===== src/logic/usart_ctrl_defines.vh =====
/*
 * Register offsets, field positions and reset values for the serial
 * control and status slice. Assumes byte-wide registers on a plain port.
 */
`ifndef USART_CTRL_DEFINES_VH
`define USART_CTRL_DEFINES_VH

// Register offsets
`define OFS_TX_LOW_BYTE     4'h2
`define OFS_TX_NINTH_BIT    4'h3
`define OFS_STATUS_FLAGS    4'h4
`define OFS_IRQ_CTRL        4'h5
`define OFS_ENABLE_CTRL     4'h6
`define OFS_CHAR_CTRL       4'h7

// Status bit positions
`define ST_RXC              7
`define ST_TXC              6
`define ST_DRE              5
`define ST_RXS              4
`define ST_ISF              3
`define ST_BDF              1
`define ST_WFB              0

// Control A bit positions
`define CA_RECEIVE_COMPLETE_IRQ_EN            7
`define CA_TRANSMIT_COMPLETE_IRQ_EN            6
`define CA_DATA_EMPTY_IRQ_EN            5
`define CA_START_FRAME_IRQ_EN            4
`define CA_LOOPBACK_ENABLE             3
`define CA_AUTOBAUD_ERROR_IRQ_EN            2

// Control B bit positions
`define CB_RECEIVER_ENABLE             7
`define CB_TRANSMITTER_ENABLE             6
`define CB_START_FRAME_DETECT_EN            4
`define CB_OPEN_DRAIN_ENABLE             3

// Field codes
`define RS485_OFF           2'h0
`define RS485_EXT           2'h1
`define RS485_INT           2'h2
`define RXM_GENERIC_AUTOBAUD_MODE         2'h2
`define RXM_CONSTRAINED_AUTOBAUD_MODE         2'h3
`define CHSZ_9_LOW_FIRST    3'h6
`define CHSZ_9_HIGH_FIRST   3'h7
`define SYNC_CHAR           8'h55
`define BREAK_BITS          8'h0B

// Reset values
`define RST_CTRL            8'h00
`define RST_CHAR_CTRL       8'h03

`endif


===== src/logic/usart_status_control_regs.v =====
/*
 * Control and status registers of a serial transceiver: transmit
 * buffer handshake, status flags, vector requests, pin ownership.
 * Assumes a shift datapath outside that reports its events as pulses
 * on i_mclk and a receive buffer level; the receive pin is asynchronous.
 */
// Decided for this implementation: the address-and-strobe port.
`timescale 1ns/100ps
`include "usart_ctrl_defines.vh"

////////////////////////////////////////////////////////////////////////
// Notes on behaviour
// - Receive flag follows unread buffer data
// - Transmit done when shifter and buffer empty
// - Transmit done cleared by vector or one
// - Data empty flag set after reset
// - Low byte write clears empty; else ignored
// - Start flag in standby, clear by one
// - Inconsistent sync on bad timing, or bad char in constrained mode
// - Clearing sync flag resets autobaud logic
// - Break flag after break plus sync
// - Break flag clears on next data
// - Wait-for-break arms break, reads zero
// - Enables gate the three vectors
// - Start frame requests receive vector
// - Autobaud error requests receive vector
// - Loop-back ties transmit to receive
// - Driver mode off, external, internal
// - Receiver disable flushes and resets autobaud
// - Transmitter disable waits for empty
// - Start detect wakes; open drain low only
// - Receiver mode field encodings
// - Nine-bit byte order codes
module usart_status_control_regs (
    // Clock, reset, enable
    input  wire       i_mclk,
    input  wire       i_rstn,
    input  wire       i_ce,
    // Register port
    input  wire [3:0] i_addr,
    input  wire [7:0] i_wdata,
    input  wire       i_wr,
    input  wire       i_rd,
    output reg  [7:0] o_rdata,
    // Datapath status
    input  wire       i_rx_unread,
    input  wire       i_tx_shift_busy,
    input  wire       i_tx_load,
    input  wire       i_sync_bad,
    input  wire       i_sync_byte_done,
    input  wire [7:0] i_sync_byte,
    input  wire       i_break_seen,
    input  wire       i_rx_char_done,
    input  wire       i_txc_vector_ack,
    input  wire       i_standby,
    input  wire       i_tx_serial,
    // Pins
    input  wire       i_rxd_pin,
    output reg        o_txd_out,
    output reg        o_txd_oe,
    output reg        o_driver_enable_pin,
    // Datapath control
    output reg  [8:0] o_tx_word,
    output reg        o_tx_valid,
    output reg        o_rx_line,
    output reg        o_rx_flush,
    output reg        o_autobaud_reset,
    output reg        o_wait_break,
    output reg  [1:0] o_receiver_mode,
    output reg  [2:0] o_character_size,
    output reg        o_wake,
    // Vector requests
    output reg        o_receive_vector,
    output reg        o_transmit_done_vector,
    output reg        o_data_empty_vector
);

////////////////////////////////////////////////////////////////////////
reg  [1:0] rst_sync_r;
wire       rstn = rst_sync_r[1];

always @(posedge i_mclk or negedge i_rstn) begin
    if (!i_rstn)
        rst_sync_r <= 2'h0;
    else
        rst_sync_r <= {rst_sync_r[0], 1'b1};
end

// Pin input through two stages
reg  [1:0] rxd_sync_r;
always @(posedge i_mclk or negedge rstn) begin
    if (!rstn)
        rxd_sync_r <= 2'h3;
    else if (i_ce)
        rxd_sync_r <= {rxd_sync_r[0], i_rxd_pin};
end

////////////////////////////////////////////////////////////////////////
reg  [7:0] tx_low_byte_r;
reg        tx_ninth_bit_r;
reg  [7:0] irq_loopback_driver_ctrl_r;
reg  [7:0] rx_tx_enable_ctrl_r;
reg  [7:0] char_ctrl_r;
reg        txc_r, dre_r, rxs_r, isf_r, bdf_r;
reg        tx_active_r;
reg        rx_prev_r;
reg        wfb_r;

wire wr_st  = i_wr && (i_addr == `OFS_STATUS_FLAGS);
wire wr_lo  = i_wr && (i_addr == `OFS_TX_LOW_BYTE);
wire rx_en  = rx_tx_enable_ctrl_r[`CB_RECEIVER_ENABLE];
wire sfd_en = rx_tx_enable_ctrl_r[`CB_START_FRAME_DETECT_EN];
wire autob  = rx_tx_enable_ctrl_r[2:1] == `RXM_GENERIC_AUTOBAUD_MODE || rx_tx_enable_ctrl_r[2:1] == `RXM_CONSTRAINED_AUTOBAUD_MODE;
wire linm   = rx_tx_enable_ctrl_r[2:1] == `RXM_CONSTRAINED_AUTOBAUD_MODE;
wire rx_line = irq_loopback_driver_ctrl_r[`CA_LOOPBACK_ENABLE] ? i_tx_serial : rxd_sync_r[1];
wire tx_empty_all = dre_r && !i_tx_shift_busy;

function clr1;
    input en;
    input [7:0] d;
    input integer b;
    begin
        clr1 = en && d[b];
    end
endfunction

always @(posedge i_mclk or negedge rstn) begin
    if (!rstn) begin
        tx_low_byte_r  <= 8'h00;
        tx_ninth_bit_r <= 1'b0;
        irq_loopback_driver_ctrl_r        <= `RST_CTRL;
        rx_tx_enable_ctrl_r        <= `RST_CTRL;
        char_ctrl_r    <= `RST_CHAR_CTRL;
        txc_r          <= 1'b0;
        dre_r          <= 1'b1;
        rxs_r          <= 1'b0;
        isf_r          <= 1'b0;
        bdf_r          <= 1'b0;
        tx_active_r    <= 1'b0;
        rx_prev_r      <= 1'b1;
        wfb_r          <= 1'b0;
    end else if (i_ce) begin
        rx_prev_r <= rx_line;
        if (i_wr && i_addr == `OFS_TX_NINTH_BIT)
            tx_ninth_bit_r <= i_wdata[0];
        if (i_wr && i_addr == `OFS_IRQ_CTRL)
            irq_loopback_driver_ctrl_r <= i_wdata;
        if (i_wr && i_addr == `OFS_ENABLE_CTRL)
            rx_tx_enable_ctrl_r <= {i_wdata[7:6], 1'b0, i_wdata[4:0]};
        if (i_wr && i_addr == `OFS_CHAR_CTRL)
            char_ctrl_r <= i_wdata;
        if (wr_lo && dre_r)
            tx_low_byte_r <= i_wdata;
        if (wr_lo && dre_r)
            dre_r <= 1'b0;
        else if (i_tx_load)
            dre_r <= 1'b1;
        // done when all empty; set wins clear
        if (tx_active_r && !i_tx_shift_busy && dre_r && !i_tx_load)
            txc_r <= 1'b1;
        else if (i_txc_vector_ack || clr1(wr_st, i_wdata, `ST_TXC))
            txc_r <= 1'b0;
        tx_active_r <= i_tx_shift_busy || i_tx_load;
        if (sfd_en && i_standby && rx_prev_r && !rx_line)
            rxs_r <= 1'b1;
        else if (clr1(wr_st, i_wdata, `ST_RXS) || !sfd_en)
            rxs_r <= 1'b0;
        // bad timing, or wrong sync char in constrained mode
        if (autob && (i_sync_bad ||
            (linm && i_sync_byte_done && i_sync_byte != `SYNC_CHAR)))
            isf_r <= 1'b1;
        else if (clr1(wr_st, i_wdata, `ST_ISF))
            isf_r <= 1'b0;
        // break plus sync; next data clears
        if (autob && i_break_seen && i_sync_byte_done && !i_sync_bad)
            bdf_r <= 1'b1;
        else if (clr1(wr_st, i_wdata, `ST_BDF) || i_rx_char_done || !autob)
            bdf_r <= 1'b0;
        if (clr1(wr_st, i_wdata, `ST_WFB))
            wfb_r <= 1'b1;
        else if (!rx_prev_r && rx_line)
            wfb_r <= 1'b0;
    end
end

////////////////////////////////////////////////////////////////////////
// flag is the buffer level, gated by enable
wire receive_vector = i_rx_unread && rx_en;
// wake on start edge when enabled
wire wake = sfd_en && rx_prev_r && !rx_line;
// transmitter keeps pin until all empty
reg  tx_own_r;
wire [1:0] rs485 = irq_loopback_driver_ctrl_r[1:0];
wire tx_busy = i_tx_shift_busy || !dre_r;

always @(posedge i_mclk or negedge rstn) begin
    if (!rstn) begin
        tx_own_r               <= 1'b0;
        o_rdata                <= 8'h00;
        o_txd_out              <= 1'b1;
        o_txd_oe               <= 1'b0;
        o_driver_enable_pin    <= 1'b0;
        o_tx_word              <= 9'h000;
        o_tx_valid             <= 1'b0;
        o_rx_line              <= 1'b1;
        o_rx_flush             <= 1'b1;
        o_autobaud_reset       <= 1'b1;
        o_wait_break           <= 1'b0;
        o_receiver_mode        <= 2'h0;
        o_character_size       <= 3'h3;
        o_wake                 <= 1'b0;
        o_receive_vector       <= 1'b0;
        o_transmit_done_vector <= 1'b0;
        o_data_empty_vector    <= 1'b0;
    end else if (i_ce) begin
        if (rx_tx_enable_ctrl_r[`CB_TRANSMITTER_ENABLE])
            tx_own_r <= 1'b1;
        else if (tx_empty_all)
            tx_own_r <= 1'b0;
        o_txd_out <= i_tx_serial;
        o_txd_oe  <= tx_own_r && (rs485 != `RS485_INT || tx_busy) &&
                     !(rx_tx_enable_ctrl_r[`CB_OPEN_DRAIN_ENABLE] && i_tx_serial);
        o_driver_enable_pin <= (rs485 == `RS485_EXT) && tx_own_r && tx_busy;
        o_tx_word  <= {tx_ninth_bit_r, tx_low_byte_r};
        o_tx_valid <= !dre_r && tx_own_r;
        o_rx_line  <= rx_en ? rx_line : 1'b1;
        o_rx_flush       <= !rx_en;
        o_autobaud_reset <= (!rx_en && autob) || clr1(wr_st, i_wdata, `ST_ISF);
        o_wait_break     <= wfb_r;
        o_receiver_mode  <= rx_tx_enable_ctrl_r[2:1];
        o_character_size <= char_ctrl_r[2:0];
        o_wake           <= wake;
        // enabled flags request; extra receive sources
        o_receive_vector <= (irq_loopback_driver_ctrl_r[`CA_RECEIVE_COMPLETE_IRQ_EN] && receive_vector) ||
                            (irq_loopback_driver_ctrl_r[`CA_START_FRAME_IRQ_EN] && rxs_r) ||
                            (irq_loopback_driver_ctrl_r[`CA_AUTOBAUD_ERROR_IRQ_EN] && isf_r);
        o_transmit_done_vector <= irq_loopback_driver_ctrl_r[`CA_TRANSMIT_COMPLETE_IRQ_EN] && txc_r;
        o_data_empty_vector    <= irq_loopback_driver_ctrl_r[`CA_DATA_EMPTY_IRQ_EN] && dre_r;
        if (i_rd) begin
            case (i_addr)
                `OFS_TX_LOW_BYTE:  o_rdata <= tx_low_byte_r;
                `OFS_TX_NINTH_BIT: o_rdata <= {7'h00, tx_ninth_bit_r};
                `OFS_STATUS_FLAGS: o_rdata <= {receive_vector, txc_r, dre_r,
                                               rxs_r && sfd_en, isf_r,
                                               1'b0, bdf_r, 1'b0};
                `OFS_IRQ_CTRL:     o_rdata <= irq_loopback_driver_ctrl_r;
                `OFS_ENABLE_CTRL:  o_rdata <= rx_tx_enable_ctrl_r;
                `OFS_CHAR_CTRL:    o_rdata <= char_ctrl_r;
                default:           o_rdata <= 8'h00;
            endcase
        end else begin
            o_rdata <= 8'h00;
        end
    end
end

endmodule // usart_status_control_regs


===== config.mk =====
export PLATFORM = sky130hd
export DESIGN_NAME = usart_status_control_regs
export DESIGN_NICKNAME = d
export VERILOG_FILES = /design/src/logic/usart_status_control_regs.v
export VERILOG_INCLUDE_DIRS = /design/src /design/src/logic
export SDC_FILE = /design/constraint.sdc
export NUM_CORES = 1
export LEC_CHECK = 0
export BUFFER_PORTS_ARGS = -buffer_cell sky130_fd_sc_hd__clkbuf_2
export CAP_MARGIN = 5
export CORE_MARGIN = 2
export CORE_UTILIZATION = 49
export CTS_BUF_LIST = sky130_fd_sc_hd__clkbuf_16
export DETAILED_ROUTE_END_ITERATION = 6
export PLACE_DENSITY = 0.75
export SETUP_SLACK_MARGIN = 0.05
export SKIP_CTS_REPAIR_TIMING = 1
export SYNTH_ARGS = -nofsm -noshare
export SYNTH_HDL_FRONTEND = slang
export SYNTH_SLANG_ARGS = --single-unit
export TNS_END_PERCENT = 50

===== constraint.sdc =====
create_clock -name i_mclk -period 2.3 [get_ports i_mclk]
set_clock_uncertainty 0.1 [all_clocks]
set_input_delay 0.23 -clock i_mclk [delete_from_list [all_inputs] [get_ports i_mclk]]
set_output_delay 0.23 -clock i_mclk [all_outputs]
set_load 0.02 [all_outputs]

---- Yosys cells after proc, flatten, opt, wreduce, memory -nomap -nowiden ----
Index checks and enable logic that the tools add are counted.
storage, ports and cells
  flip-flop bits (word level) ............. 79
  bits in latches ......................... 0
  bits in writable memories ............... 0
  memory bits (read-only) ................. 0
  input bits .............................. 36
  memories kept ........................... 0
cells by class
  add/sub/neg operators ................... 0
  $mul .................................... 0
  div/mod/pow operators ................... 0
  $lt $le $gt $ge ......................... 0
  eq/ne operators ......................... 11
  shift-type cells ........................ 0
  mux-type cells .......................... 18
  bitwise logic cells ..................... 0
  reductions and logical operators ........ 83
operator list
  kind                count
  $pmux 8 s6          1
  $logic_and 1x1->1   42
  $reduce_and 2->1    12
  $eq 4x3->1 const B  4
  $mux 1              16
  $reduce_bool 2->1   7
  $logic_or 1x1->1    12
  $logic_not 1->1     10
  $eq 4x2->1 const B  2
  $mux 8              1
  $ne 8x7->1 const B  1
  $eq 2x2->1 const B  2
  $eq 2x1->1 const B  1
  $ne 2x2->1 const B  1

---- Longest topological paths before layout ----
  word-level depth ........................ 7
  gate-level depth with buffers ........... 6

---- Worst setup path before layout ----
Ideal clock, no wire load.
  path kind ............................... input to register
  start point ............................. input i_addr[2]
  end point ............................... register tx_low_byte_r[0]
  setup time .............................. 0.125 ns
  data arrival time ....................... 1.486 ns
  required time ........................... 2.075 ns
  setup slack ............................. 0.590 ns
  cell stages on the path ................. 5
  path buffers ............................ 2
  cells stage by stage .................... buf_4 > nor4b_4 > and4_1 > buf_4 > mux2_2
between the ends
  word-level cells in the longest chain between the ends .. 4
ends and longest elaborated chain
  what                        line                             RTL
  from (decl)                 usart_status_control_regs.v:40   input wire [3:0] i_addr,
  $eq 4x2->1                  --
  $logic_and 1x1->1           usart_status_control_regs.v:110  wire wr_lo = i_wr && (i_addr == `OFS_TX_LOW_BYTE);
  $logic_and 1x1->1           usart_status_control_regs.v:152  if (wr_lo && dre_r)
  $reduce_and 2->1 (no line)  --
  to (signal assigned)        usart_status_control_regs.v:153  tx_low_byte_r <= i_wdata;
  to (decl)                   usart_status_control_regs.v:99   reg [7:0] tx_low_byte_r;
No other way between the ends.
A chain may end at the register's enable or synchronous reset.

---- Worst setup path in the final report ----
  start point ............................. register dre_r
  end point ............................... register tx_low_byte_r[4]
between the ends
  word-level cells in the longest chain between the ends .. 2
ends and longest elaborated chain
  what                        line                             RTL
  from (decl)                 usart_status_control_regs.v:104  reg txc_r, dre_r, rxs_r, isf_r, bdf_r;
  from (signal assigned)      usart_status_control_regs.v:135  dre_r <= 1'b1;
  from (signal assigned)      usart_status_control_regs.v:155  dre_r <= 1'b0;
  from (signal assigned)      usart_status_control_regs.v:157  dre_r <= 1'b1;
  $logic_and 1x1->1           usart_status_control_regs.v:152
  $reduce_and 2->1 (no line)  --
No other way between the ends.

==> summary.txt <==
Floorplan
  – Core ar.: 6760 sq um
  – Top-Level Pins: 70
  – Die H: 87.4 um
  – Site Rows: 30
  – Initial Util: 50.4%
  – Die W: 87.4 um
  – Die area: 7640 sq um

Power and ir drop
  – Peak supply drop: 544 uV
  – PwrDens: 925 nW/um^2
  – Net Switching: 1.03 mW
  – Switching portion of total power: 26.6%
  – Tot Pwr: 3.89 mW
  – P_int: 2.86 mW
  – Leak pwr: 2.01 nW
  – Sequential Power Share: 46.3%
  – Clk pwr share: 37.8%
  – Combinational group share of total power: 15.9%

Timing
  – Post-layout min period: 1.74 ns
  – Slew @ Worst Pin: 0.963 ns
  – Final setup viols: 0
  – Setup ws final: 0.558 ns
  – Worst hold slack: 0.00837 ns
  – Setup_tns: 0 ns
  – Fin. Hold Viols: 0
  – RSZ-0062 raised after global routing: no
  – Max Slew Vio Count: 0
  – Fin crit share: 75.7%
  – Relative slew slack: 35.7%
  – Fmax: 574 MHz

Finish
  – Post-route cell area: 4200 sq um
  – Area Growth Syn to Fin: 23.3%
  – Layout cells sized above 1: 46.0%
  – Fill cell count: 548
  – Inserted Diodes: 0
  – NumNets Final: 377

Synth
  – Syn_area_per_cell: 13.1 sq um
  – Yosys reg bits: 79
  – Most common cell in the netlist: dfrtp_1
  – Most used DFF post-synth: dfrtp_1
  – Synth Cell Area: 3410 sq um
  – Register area share after synthesis: 58.4%
  – Synth Instances: 260
  – Share of flip-flops with an asynchronous set or reset: 100%
  – Syn Nets: 296
  – Top cells by area, synth: dfrtp_1, mux2_2, dfstp_2, o2bb2ai_1, mux2i_1
  – Post-synth top area share: 49.2%
  – Post-synth EDFFs: 0
  – Library cells used by synthesis: 39
  – Yosys warnings: 0
  – Largest area contributor in the netlist: dfrtp_1
  – Synth cell count leaders: dfrtp_1, mux2_2, nand2_1, o2bb2ai_1, o21ai_0

Global routing
  – Gr usage total: 23.3%
  – Largest net degree at the start of global routing: 44
  – Initial antenna violation count: 0
  – Overflow after GRT: 0
  – First-pass GRT wire length: 13100 um
  – Vias in the first global route: 2487

Routing
  – Vias/cell: 5.83
  – Vias after detailed routing: 2483
  – DRT iter0 DRCs: 85
  – Post-Route WL: 8080 um
  – ANT nets after route: 0
  – DRT Pass-1 Iters: 5
  – Residual DRC count: 0
  – Post-DR wirelength/cell: 19.0 um

Placement
  – Port Buffer Count: 69
  – Post-DP HPWL: 5750 um
  – GP Congestion: 0.887
  – Dpl ws: 0.308 ns
  – Placed Area: 3890 sq um

Clock tree
  – H-tree levels: 3
  – CTS tree: done
  – Maximum root-to-sink buffer count: 2
  – Num CTS Buffers: 9
  – Root Buffer: clkbuf_16
  – Clk sinks: 79
  – Clk_lat worst skew: 0.33 ns
  – CTS clock-pin slew for the worst setup and hold paths: 0.06 ns

Critical path
  – Worst setup EP type: flop
  – Required @ worst endpoint: 2.41 ns
  – Arr. time, crit path: 1.85 ns
  – Startpoint types: flop
  – Maximum net fanout on the critical path: 9
  – WS Path Type: flop to flop

Run status
  – Outcome: completed

Worst hold path
  – Hold Path Class: primary input to flop

Run
  – Max cap viols: 0
-- metal layers --
layer	vias up	part of all wire [%]	track usage, %	wire, um
met2	100	49	36.0	3950
met5	-	0	0	0
met4	0	2.7	11.6	219
met1	1239	43	31.5	3450
met3	18	5.6	4.17	450
li1	1126	-	-	-
-- state kept, by name, summed over array words and instances (netlist names), 2 cells and up --
signal                      cells
rxd_sync_r                      2
rx_tx_enable_ctrl_r             7
o_tx_word                       9
rst_sync_r                      2
o_character_size                3
o_receiver_mode                 2
tx_low_byte_r                   8
char_ctrl_r                     8
irq_loopback_driver_ctrl_r      8
o_rdata                         8
-- cell type report --
cell class / count / area, sq um / area share (%)
Clock buffer: 9 / 225 / 5.36
Clock inverter: 7 / 81.3 / 1.93
Inverter: 11 / 41.3 / 0.982
Multi-Input combinational cell: 159 / 1310 / 31.2
Sequential cell: 79 / 1990 / 47.4
Tap cell: 80 / 100 / 2.38
Timing Repair Buffer: 81 / 450 / 10.7
-- worst paths after layout --
check,from,end,slack (ns),cells after the start
min in group asynchronous,i_rstn,rst_sync_r[0]$_DFF_PN0_,0.12,2
setup reg to reg,dre_r$_DFFE_PN1P_,tx_low_byte_r[4]$_DFFE_PN0P_,0.56,2
setup / recovery,dre_r$_DFFE_PN1P_,tx_low_byte_r[4]$_DFFE_PN0P_,0.56,2
hold / removal,i_standby,rxs_r$_DFFE_PN0P_,0.008,2
hold reg to reg,rst_sync_r[1]$_DFF_PN0_,tx_low_byte_r[4]$_DFFE_PN0P_,0.15,1
max in group asynchronous,rst_sync_r[1]$_DFF_PN0_,o_character_size[0]$_DFFE_PN1P_,1.51,1
-- placed cells by master, fill, tap and decap left out, types with 4 or more instances in the layout --
cell        n
o2bb2ai_1  15
a21oi_1     5
clkbuf_16   9
o21ai_0    14
buf_4      10
mux2i_1     8
mux2_2     47
clkbuf_2   69
dfrtp_1    66
nor2_1     10
nand3_1     4
nand3b_1    4
inv_1      13
dfstp_2    12
nand2_1    15
a221oi_1    8
-- power by group through the flow --
stage / combinational (mW) / sequential, mW / clock, mW
2_1_floorplan: 0.293 / 1.90 / 0
3_3_place_gp: 0.598 / 1.82 / 0
3_5_place_dp: 0.617 / 1.82 / 0
4_1_cts: 0.621 / 1.80 / 1.50
5_1_grt: 0.676 / 1.83 / 1.56
6_report: 0.617 / 1.80 / 1.47
-- worst max-delay path, stage by stage, from the launching register on --
cell     delay [ns]
dfstp_2        0.61
and4_1         0.51
mux2_2         0.40
-- cell families after synthesis --
family | Yosys count | share of synthesized area, %
mux | 56 | 18.2
compound gates | 51 | 10.8
buf+inv | 22 | 3.05
flops | 79 | 58.4
other cells | 1 | 0.110
simple gates | 51 | 9.43
-- stage by stage --
| step | utilization (%) | std cells |
|---|---|---|
| after floorplan | - | 260 |
| after global placement | 57.5 | 409 |
| after detailed placement | 57.5 | 409 |
| after CTS | 62.1 | 425 |
| after global routing | 62.2 | 426 |
| final | 62.2 | 426 |
Note: power is estimated with default switching activity, not from simulation.
